==> src/verilog/tier_pkg.sv <==
package tier_pkg;

    // ****************************************
    // register offsets
    // ****************************************
    localparam logic [7:0] ADDR_EVENT_FLAGS  = 8'h03;
    localparam logic [7:0] ADDR_EVENT_MASK   = 8'h04;
    localparam logic [7:0] ADDR_COND_STATUS  = 8'h05;
    localparam logic [7:0] ADDR_ENABLE_CTRL  = 8'h06;
    localparam logic [7:0] ADDR_STARTUP_DLY1 = 8'h07;

    // ****************************************
    // reset values and field layout
    // ****************************************
    localparam logic [4:0] RST_EVENT_FLAGS   = 5'h00;
    localparam logic [4:0] RST_EVENT_MASK    = 5'h13;
    localparam logic [7:0] RST_ENABLE_CTRL   = 8'h00;
    localparam logic [7:0] RST_STARTUP_DLY1  = 8'h00;
    localparam int         FLG_WATCHDOG      = 4;
    localparam int         FLG_UNDERVOLTAGE  = 3;
    localparam int         FLG_THERMAL       = 2;
    localparam int         FLG_HOT           = 1;
    localparam int         FLG_WARM          = 0;
    localparam int         DLY_UNIT_BIT      = 7;
    localparam int         DLY_CODE_MSB      = 4;
    localparam int         STATUS_W          = 4;
    localparam int         NUM_MASTERS       = 4;
    localparam int         NUM_SYNC          = 10;

    // ****************************************
    // timing
    // ****************************************
    localparam int         CLK_HZ            = 20_000_000;
    localparam int         DELAY_UNIT_MS     = 1;
    localparam int         CYCLES_PER_MS     = CLK_HZ / 1000 * DELAY_UNIT_MS;
    localparam logic [5:0] SHORT_UNIT_MULT   = 6'h01;
    localparam logic [5:0] LONG_UNIT_MULT    = 6'h02;

    // ****************************************
    // master 2 start sequencer states
    // ****************************************
    typedef enum logic [1:0] {
        SEQ_IDLE  = 2'b00,
        SEQ_COUNT = 2'b01,
        SEQ_ON    = 2'b11
    } tier_seq_t;

endpackage : tier_pkg

==> src/verilog/tier_top.sv <==
`timescale 1ns/1ps

module tier_top #(
    parameter int MS_CYCLES = tier_pkg::CYCLES_PER_MS
) (
    // clock, reset, enable
    input  wire logic       CLK_SYS,
    input  wire logic       RST,
    input  wire logic       CE,
    // register port
    input  wire logic [7:0] REG_ADDR,
    input  wire logic       REG_WR,
    input  wire logic [7:0] REG_WDATA,
    input  wire logic       REG_RD,
    output logic      [7:0] REG_RDATA,
    // condition and control pins
    input  wire logic       WATCHDOG_INPUT_N,
    input  wire logic       UNDERVOLTAGE_IN,
    input  wire logic       THERMAL_SHUTDOWN_IN,
    input  wire logic       JUNCTION_HOT_IN,
    input  wire logic       JUNCTION_WARM_IN,
    input  wire logic       ENABLE_PIN,
    input  wire logic [3:0] GENERAL_PURPOSE_INPUT,
    input  wire logic       GLOBAL_ENABLE_BIT,
    // regulator control outputs
    output logic      [3:0] MASTER_OUTPUT_ENABLE,
    output logic      [3:0] MASTER_LOW_POWER_SELECT,
    output logic            MASTER2_POWER_UP,
    // interrupt
    output logic            IRQ_N
);

    // ****************************************
    // pin synchronisers
    // ****************************************
    localparam int N = tier_pkg::NUM_SYNC;
    logic [N-1:0] s1_q, s2_q, s3_q, filt_q, filt_prev_q;
    wire  [N-1:0] pins_raw = {GENERAL_PURPOSE_INPUT, ENABLE_PIN, JUNCTION_WARM_IN,
                              JUNCTION_HOT_IN, THERMAL_SHUTDOWN_IN, UNDERVOLTAGE_IN,
                              WATCHDOG_INPUT_N};
    // a change only counts once stages two and three agree
    wire  [N-1:0] filt_d = (s2_q & s3_q) | (filt_q & (s2_q ^ s3_q));

    always_ff @(posedge CLK_SYS) begin
        if (RST) begin
            s1_q        <= 10'h001;
            s2_q        <= 10'h001;
            s3_q        <= 10'h001;
            filt_q      <= 10'h001;
            filt_prev_q <= 10'h001;
        end else if (CE) begin
            s1_q        <= pins_raw;
            s2_q        <= s1_q;
            s3_q        <= s2_q;
            filt_q      <= filt_d;
            filt_prev_q <= filt_q;
        end
    end

    wire       wdt_n_s  = filt_q[0];
    wire [3:0] cond_s   = {filt_q[1], filt_q[2], filt_q[3], filt_q[4]};
    wire [3:0] cond_old = {filt_prev_q[1], filt_prev_q[2], filt_prev_q[3], filt_prev_q[4]};
    wire       en_pin_s = filt_q[5];
    wire [3:0] gpi_s    = filt_q[9:6];

    // ****************************************
    // register decode
    // ****************************************
    wire wr_mask  = REG_WR && (REG_ADDR == tier_pkg::ADDR_EVENT_MASK);
    wire wr_ctrl  = REG_WR && (REG_ADDR == tier_pkg::ADDR_ENABLE_CTRL);
    wire wr_dly   = REG_WR && (REG_ADDR == tier_pkg::ADDR_STARTUP_DLY1);
    wire rd_flags = REG_RD && (REG_ADDR == tier_pkg::ADDR_EVENT_FLAGS);

    // ****************************************
    // event flags and mask
    // ****************************************
    logic [4:0] flags_q, mask_q;
    logic [7:0] ctrl_q, dly_q, rdata_q;
    wire  wdt_event = filt_prev_q[0] && !wdt_n_s;
    wire  [4:0] events = {wdt_event, cond_s & ~cond_old};
    // a set arriving with the read-clear survives into the next read
    wire  [4:0] flags_d = (rd_flags ? 5'h00 : flags_q) | events;

    always_ff @(posedge CLK_SYS) begin
        if (RST) begin
            flags_q <= tier_pkg::RST_EVENT_FLAGS;
            mask_q  <= tier_pkg::RST_EVENT_MASK;
            ctrl_q  <= tier_pkg::RST_ENABLE_CTRL;
            dly_q   <= tier_pkg::RST_STARTUP_DLY1;
        end else if (CE) begin
            flags_q <= flags_d;
            if (wr_mask) begin
                mask_q <= REG_WDATA[4:0];
            end
            if (wr_ctrl) begin
                ctrl_q <= REG_WDATA;
            end
            if (wr_dly) begin
                dly_q <= {REG_WDATA[7], 2'b00, REG_WDATA[4:0]};
            end
        end
    end

    wire [4:0] pending = flags_q & ~mask_q;
    assign IRQ_N = ~(|pending);

    // ****************************************
    // read path
    // ****************************************
    // status has no reset of its own: it follows the synchronised pins
    wire [7:0] status_v = {4'h0, cond_s};
    wire [7:0] rd_mux =
        (REG_ADDR == tier_pkg::ADDR_EVENT_FLAGS)  ? {3'b000, flags_q} :
        (REG_ADDR == tier_pkg::ADDR_EVENT_MASK)   ? {3'b000, mask_q}  :
        (REG_ADDR == tier_pkg::ADDR_COND_STATUS)  ? status_v          :
        (REG_ADDR == tier_pkg::ADDR_ENABLE_CTRL)  ? ctrl_q            :
        (REG_ADDR == tier_pkg::ADDR_STARTUP_DLY1) ? dly_q             : 8'h00;

    always_ff @(posedge CLK_SYS) begin
        if (RST) begin
            rdata_q <= 8'h00;
        end else if (CE && REG_RD) begin
            rdata_q <= rd_mux;
        end
    end
    assign REG_RDATA = rdata_q;

    // ****************************************
    // master enables and low power selects
    // ****************************************
    logic [3:0] men_q, lpm_q;
    wire  [3:0] men_d = {ctrl_q[6], ctrl_q[4], ctrl_q[2], ctrl_q[0]} | gpi_s;
    wire  [3:0] lpm_d = {ctrl_q[7], ctrl_q[5], ctrl_q[3], ctrl_q[1]};

    always_ff @(posedge CLK_SYS) begin
        if (RST) begin
            men_q <= 4'h0;
            lpm_q <= 4'h0;
        end else if (CE) begin
            men_q <= men_d;
            lpm_q <= lpm_d;
        end
    end
    assign MASTER_OUTPUT_ENABLE    = men_q;
    assign MASTER_LOW_POWER_SELECT = lpm_q;

    // ****************************************
    // master 2 start delay
    // ****************************************
    localparam int             PRE_W   = $clog2(MS_CYCLES + 1);
    localparam logic [PRE_W-1:0] PRE_MAX = PRE_W'(MS_CYCLES - 1);

    tier_pkg::tier_seq_t seq_q, seq_d;
    logic [PRE_W-1:0] pre_q, pre_d;
    logic [5:0]       units_q, units_d;
    logic             en_all_prev_q;
    wire  en_all  = en_pin_s || GLOBAL_ENABLE_BIT;
    wire  en_rise = en_all && !en_all_prev_q;
    wire  [5:0] mult  = dly_q[tier_pkg::DLY_UNIT_BIT] ? tier_pkg::LONG_UNIT_MULT
                                                      : tier_pkg::SHORT_UNIT_MULT;
    wire  [5:0] total = 6'({1'b0, dly_q[tier_pkg::DLY_CODE_MSB:0]} * mult);
    wire  ms_tick = (pre_q == PRE_MAX);

    always_comb begin
        seq_d   = seq_q;
        pre_d   = pre_q;
        units_d = units_q;
        unique case (seq_q)
            tier_pkg::SEQ_IDLE: begin
                pre_d   = '0;
                units_d = total;
                if (en_rise) begin
                    seq_d = (total == 6'h00) ? tier_pkg::SEQ_ON : tier_pkg::SEQ_COUNT;
                end
            end
            tier_pkg::SEQ_COUNT: begin
                pre_d = ms_tick ? '0 : pre_q + 1'b1;
                if (ms_tick) begin
                    units_d = units_q - 6'h01;
                    if (units_q == 6'h01) begin
                        seq_d = tier_pkg::SEQ_ON;
                    end
                end
            end
            tier_pkg::SEQ_ON: begin
                pre_d = '0;
            end
            default: begin
                seq_d = tier_pkg::SEQ_IDLE;
            end
        endcase
        // dropping the enable abandons any delay in progress
        if (!en_all) begin
            seq_d = tier_pkg::SEQ_IDLE;
        end
    end

    always_ff @(posedge CLK_SYS) begin
        if (RST) begin
            seq_q         <= tier_pkg::SEQ_IDLE;
            pre_q         <= '0;
            units_q       <= 6'h00;
            en_all_prev_q <= 1'b0;
        end else if (CE) begin
            seq_q         <= seq_d;
            pre_q         <= pre_d;
            units_q       <= units_d;
            en_all_prev_q <= en_all;
        end
    end
    assign MASTER2_POWER_UP = (seq_q == tier_pkg::SEQ_ON);
endmodule : tier_top

==> config.mk <==
export PLATFORM = sky130hd
export DESIGN_NAME = tier_top
export DESIGN_NICKNAME = d
export VERILOG_FILES = /design/src/verilog/tier_pkg.sv /design/src/verilog/tier_top.sv
export SDC_FILE = /design/constraint.sdc
export NUM_CORES = 1
export LEC_CHECK = 0
export ABC_AREA = 1
export ABC_CLOCK_PERIOD_IN_PS = 4300
export BUFFER_PORTS_ARGS = -buffer_cell sky130_fd_sc_hd__buf_4
export CAP_MARGIN = 40
export CORE_MARGIN = 8
export CORE_UTILIZATION = 63
export DETAILED_ROUTE_END_ITERATION = 10
export GPL_TIMING_DRIVEN = 1
export HOLD_SLACK_MARGIN = 0.03
export PLACE_DENSITY = 0.86
export SLEW_MARGIN = 10
export SYNTH_ARGS = -nofsm -noshare
export SYNTH_HDL_FRONTEND = slang
export SYNTH_SLANG_ARGS = --single-unit
==> constraint.sdc <==
create_clock -name CLK_SYS -period 4.3 [get_ports CLK_SYS]
set_clock_uncertainty 0.05 [all_clocks]
set_input_delay 0.86 -clock CLK_SYS [delete_from_list [all_inputs] [get_ports CLK_SYS]]
set_output_delay 0.86 -clock CLK_SYS [all_outputs]
set_load 0.005 [all_outputs]
## Word-level counts from Yosys, hierarchy flattened

Index checks and enable logic that the tools add are counted.

- Add/subtract/negate cells: 2
- Multipliers: 1
- Divide/modulo/power cells: 0
- Order comparisons: 0
- Eq/ne operators: 14
- Shift-type cells: 0
- Multiplexer cells: 17
- Bitwise gates (word level): 11
- Reductions and logical operators: 22

Operator list:

| operator | count |
|---|---|
| two-way mux 8 bit | 5 |
| equality test 8 x 3 -> 1 bit (second input constant) | 4 |
| case mux 15 bit (2 select lines) | 1 |
| bitwise AND 10 bit | 2 |
| adder 15 x 1 -> 15 bit (second input constant) | 1 |
| equality test 15 bit (second input constant) | 1 |
| two-way mux 15 bit | 1 |
| two-way mux 2 bit | 6 |
| case mux 6 bit (2 select lines) | 1 |
| bitwise OR 10 bit | 1 |
| XOR 10 bit | 1 |
| inequality test 3 bit (second input constant) | 3 |
| equality test 8 x 2 -> 1 bit (second input constant) | 1 |
| AND reduction 2 bit | 4 |
| logical AND 1 bit | 7 |
| equality test 6 x 1 -> 1 bit (second input constant) | 1 |
| logical NOT 6 bit | 1 |
| multiplier 5 x 2 -> 6 bit | 1 |
| two-way mux 6 bit | 1 |
| case mux 2 bit (3 select lines) | 1 |
| subtractor 6 x 1 -> 6 bit (second input constant) | 1 |
| bitwise AND 5 bit | 1 |
| two-way mux 5 bit | 1 |
| inverter 5 bit | 1 |
| 16 further kinds | 19 |

- Bits in registers: 109
- Bits in latches: 0
- RAM bits: 0
- Bits in read-only memories: 0
- Word-level logic and storage cells: 83
- Memories kept: 0

## Logic depth before layout (Yosys ltp)

- Depth in word-level cells: 7
- Mapped depth: 11
- Mapped depth without buffers: 11

## Worst setup path before layout

OpenSTA, ideal clock, no wires.

- Path kind: input-to-reg
- Start point: input REG_ADDR[7]
- End point: register ctrl_q[5]
- Setup time: 0.116 ns
- Data arrival time: 1.699 ns
- Data required time: 4.134 ns
- Path slack: 2.435 ns
- Cell stages on the path: 9
- Path buffers: 1
- Path through: nor2_2 -> nand3_4 -> clkinv_4 -> nand2_2 -> inv_4 -> nand2_4 -> buf_6 -> o21ai_1 -> a21oi_1

- Cells in the longest elaborated chain, start to end: 3

RTL lines:

| item | line | source |
|---|---|---|
| start: declaration | tier_top.sv:11 | `input wire logic [7:0] REG_ADDR,` |
| equality test 8 x 3 -> 1 bit | tier_top.sv:70 | `wire wr_ctrl = REG_WR && (REG_ADDR == tier_pkg::ADDR_ENABLE_CTRL);` |
| logical AND 1 bit | tier_top.sv:70 |  |
| AND reduction 2 bit (no line) | -- |  |
| end signal: assignment | tier_top.sv:88 | `ctrl_q <= tier_pkg::RST_ENABLE_CTRL;` |
| end: declaration | tier_top.sv:78 | `logic [7:0] ctrl_q, dly_q, rdata_q;` |

Every way passes these cells.
A chain may end at the register's enable or synchronous reset.

## Final worst setup path

- Start point: register mask_q[2]
- End point: output IRQ_N

- Cells in the longest elaborated chain, start to end: 4

RTL lines:

| item | line | source |
|---|---|---|
| start: declaration | tier_top.sv:77 | `logic [4:0] flags_q, mask_q;` |
| start signal: assignment | tier_top.sv:87 | `mask_q <= tier_pkg::RST_EVENT_MASK;` |
| start signal: assignment | tier_top.sv:93 | `mask_q <= REG_WDATA[4:0];` |
| inverter 5 bit | tier_top.sv:104 | `wire [4:0] pending = flags_q & ~mask_q;` |
| bitwise AND 5 bit | tier_top.sv:104 |  |
| OR reduction 5 bit | tier_top.sv:105 | `assign IRQ_N = ~(\|pending);` |
| inverter 1 bit | tier_top.sv:105 |  |
| end: declaration | tier_top.sv:30 | `output logic IRQ_N` |

Every way passes these cells.

==> results.json <==
{
  "drt-total-wl_um": 11600,
  "cts.repair.resized": 0,
  "fin_setup_tns_ns": 0,
  "ir_worst_vdd_mv": 0.234,
  "rsz0062_at_grt": "no",
  "holdWs_ns": 0.417,
  "post-place-cells": 814,
  "post-synth-top-area-fraction_pct": 43.1,
  "ys_types": 42,
  "worst-endpoint-required_ns": 3.39,
  "design.core.area_mm2": 0.00777,
  "tritoncts": "built",
  "fillers": 624,
  "start_util_pct": 65.1,
  "status": "completed",
  "multiInputGateArea_mm2": 0.00248,
  "synth_warnings": 0,
  "wl_per_cell_um": 14.0,
  "worst_pin_slew_ns": 0.839,
  "number_of_detailed_routing_iterations_run_before_antenna_repair": 5,
  "final_period_minus_worst_setup_slack_ns": 2.19,
  "endpoint_kind": "output port",
  "synthArstFlopShare_pct": 0,
  "layout.cells.non_filler": 830,
  "dp_hpwl_um": 8190,
  "ys_seq_area_share_pct": 43.1,
  "grt_overflow_total": 0,
  "worst-path-max-fanout": 3,
  "total_of_endpoints_with_negative_setup_slack_in_the_final_report": 0,
  "gpl.final_weighted_congestion": 0.895,
  "arrival_time_at_the_worst_endpoint_ns": 1.28,
  "timing_max_transition_violations_final": 0,
  "critical_path.slowest_cell": "sky130_fd_sc_hd__dfxtp_1",
  "r2r_slack_ns": 2.49,
  "largest_delay_share_family_worst_path": "flip-flops",
  "tritoncts.num_buffers": 9,
  "cts-htree-levels": 3,
  "portBuffers": 49,
  "die_y_um": 106,
  "boundaryPins": 50,
  "starting_drc_count_in_detailed_routing": 261,
  "maxClockFrequency_mhz": 457,
  "worst-path-buf-inv": 1,
  "synthCells": 689,
  "drt-vias-per-instance": 5.57,
  "cell_area_after_synthesis_mm2": 0.00506,
  "cts_post_setup_buffers_inserted": 0,
  "crit_chain": "o22ai_1 -> nor3_1 -> buf_4",
  "type_of_origin_of_the_critical_path": "register",
  "dr_total_vias": 4623,
  "insertion_delay_ns": 0.38,
  "synth_seq_cells": 109,
  "gr-usage-all-layers_pct": 20.7,
  "relative_slew_slack_pct": 44.0,
  "synth_nets": 739,
  "grt_antenna_before_repair": 0,
  "drcViolationCount": 0,
  "synth.avg_cell_area_um2": 7.34,
  "critPathKind": "reg2out",
  "synth_top_flop_cell": "sky130_fd_sc_hd__dfxtp_1",
  "cp_slowest_stage_delay_ns": 0.42,
  "wire_length_of_the_first_global_routing_pass_um": 19400,
  "first_global_vias": 4346,
  "most_area_hungry_cell_type_in_the_yosys_netlist": "sky130_fd_sc_hd__dfxtp_1",
  "clockRootBuffer": "sky130_fd_sc_hd__clkbuf_8",
  "die_area_mm2": 0.0112,
  "ff_latch_area_mm2": 0.00218,
  "clock_slew_at_reported_path_ffs_ns": 0.11,
  "synth.top_cells.by_area": "sky130_fd_sc_hd__dfxtp_1 (43%), sky130_fd_sc_hd__nand2_1 (9.1%), sky130_fd_sc_hd__o21ai_0 (7.5%), sky130_fd_sc_hd__nor2_1 (6.8%), sky130_fd_sc_hd__a21oi_1 (6.4%)",
  "final_antenna_net_count": 0,
  "ctsLongestPathBuffers": 2,
  "postCtsHoldBufs": 0,
  "cap_viol_max_count": 0,
  "num-nets-final": 773,
  "row_count": 32,
  "synth-edff-count": 0,
  "power_density_mw_per_mm2": 337,
  "finalHoldViolCount": 0,
  "layout-area-overhead-vs-synth_pct": 11.8,
  "power_leakage_uw": 0.00229,
  "grt_start_max_net_pins": 65,
  "layout-drive-gt1-share_pct": 15.5,
  "period_share_pct": 50.9,
  "cts.sink_count": 109,
  "hold_crit_path_type": "reg2reg",
  "antennaDiodeCount": 0,
  "die_width_um": 106
}
==> tightest hold or removal path, stage by stage, from the launching register on <==
cell and delay [ns]:
sky130_fd_sc_hd__dfxtp_1 0.33, sky130_fd_sc_hd__nand2_1 0.06, sky130_fd_sc_hd__a21oi_1 0.05
==> placed cells by master, fill, tap and decap left out, types with 5 or more instances in the layout <==
| cell | synthesis | routed |
|---|---|---|
| sky130_fd_sc_hd__nor2_2 | 8 | 8 |
| sky130_fd_sc_hd__a21oi_1 | 65 | 65 |
| sky130_fd_sc_hd__clkbuf_8 | 0 | 9 |
| sky130_fd_sc_hd__nand2_1 | 122 | 122 |
| sky130_fd_sc_hd__buf_4 | 3 | 51 |
| sky130_fd_sc_hd__o21ai_1 | 11 | 11 |
| sky130_fd_sc_hd__nand4_1 | 8 | 8 |
| sky130_fd_sc_hd__dfxtp_1 | 109 | 109 |
| sky130_fd_sc_hd__nor3_1 | 11 | 11 |
| sky130_fd_sc_hd__o21ai_0 | 76 | 76 |
| sky130_fd_sc_hd__nor2_1 | 91 | 91 |
| sky130_fd_sc_hd__nand2_2 | 8 | 8 |
| sky130_fd_sc_hd__inv_1 | 55 | 55 |
| sky130_fd_sc_hd__nand3_1 | 32 | 32 |
| sky130_fd_sc_hd__ha_1 | 18 | 18 |
| sky130_fd_sc_hd__or2_2 | 5 | 5 |
| sky130_fd_sc_hd__inv_2 | 7 | 7 |
==> final cells by class <==
type | count | area share (%)
Timing Repair Buffer | 52 | 7.25
Tap cell | 102 | 2.26
Sequential cell | 109 | 38.6
Clock buffer | 9 | 2.19
Multi-Input combinational cell | 487 | 43.8
Clock inverter | 7 | 1.55
Inverter | 64 | 4.38
==> path summary, 6_finish.rpt <==
check              endpoint            from  cells after the start
min reg2reg  filt_prev_q[4]  filt_prev_q[4]                      2
max                   IRQ_N       mask_q[2]                      3
max reg2reg        seq_q[1]        dly_q[7]                      9
min          filt_prev_q[4]  filt_prev_q[4]                      2
==> power by group <==
| group | leakage, uW | internal (uW) | total, uW | switching (uW) |
|---|---|---|---|---|
| Clock | 0.000102 | 236 | 637 | 401 |
| Sequential | 0.000889 | 1040 | 1070 | 23.0 |
| Combinational | 0.00130 | 80.4 | 204 | 124 |
| Total | 0.00229 | 1360 | 1910 | 548 |
==> Yosys cell counts, types with 3 or more instances <==
library cell and count:
sky130_fd_sc_hd__ha_1 18, sky130_fd_sc_hd__or2_2 5, sky130_fd_sc_hd__o21ai_1 11, sky130_fd_sc_hd__buf_6 3, sky130_fd_sc_hd__a21oi_1 65, sky130_fd_sc_hd__clkbuf_1 17
sky130_fd_sc_hd__nor2_4 3, sky130_fd_sc_hd__nor3_1 11, sky130_fd_sc_hd__nor2_2 8, sky130_fd_sc_hd__o21ai_0 76, sky130_fd_sc_hd__nand2_2 8, sky130_fd_sc_hd__buf_4 3
sky130_fd_sc_hd__nand4_1 8, sky130_fd_sc_hd__inv_1 55, sky130_fd_sc_hd__buf_2 6, sky130_fd_sc_hd__dfxtp_1 109, sky130_fd_sc_hd__nor2_1 91, sky130_fd_sc_hd__nand2_1 122
sky130_fd_sc_hd__inv_2 7, sky130_fd_sc_hd__nand3_2 3, sky130_fd_sc_hd__nand3_1 32
==> through the flow <==
step / power (uW) / util (%) / worst slack [ns] / area [um2]
5_1_grt: 1980 / 72.8 / 2.02 / 5660
3_5_place_dp: 1290 / 70.1 / 1.79 / 5450
3_3_place_gp: 1280 / 69.8 / 1.69 / 5420
4_1_cts: 1920 / 72.8 / 2.11 / 5660
2_1_floorplan: 1230 / - / 2.43 / 5060
6_report: 1910 / 72.8 / 2.11 / 5660
==> kinds of logic after synthesis <==
| family | Yosys count | synth area share [%] |
|---|---|---|
| buffers and inverters | 93 | 7.87 |
| AOI/OAI and AO/OA | 163 | 16.7 |
| and+or+nand+nor | 302 | 27.2 |
| muxes | 1 | 0.198 |
| xor gates and xnor gates | 2 | 0.346 |
| adders and majority gates | 18 | 4.45 |
| other | 1 | 0.0741 |
| DFF | 109 | 43.1 |
==> routing by layer <==
layer,GRT usage [%],up-vias,wire [um]
li1,-,2323,-
met1,24.9,2167,5150
met2,35.8,111,5700
met3,5.30,22,580
met4,5.53,0,214
met5,0,-,0
==> state kept, by name (all words and copies together), names as in the netlist, 6 cells and up <==
signal / flops
dly_q: 6
filt_q: 10
pre_q: 15
s2_q: 10
REG_RDATA: 8
s3_q: 10
ctrl_q: 8
s1_q: 10
units_q: 6
(Power assumes the default switching activity.)
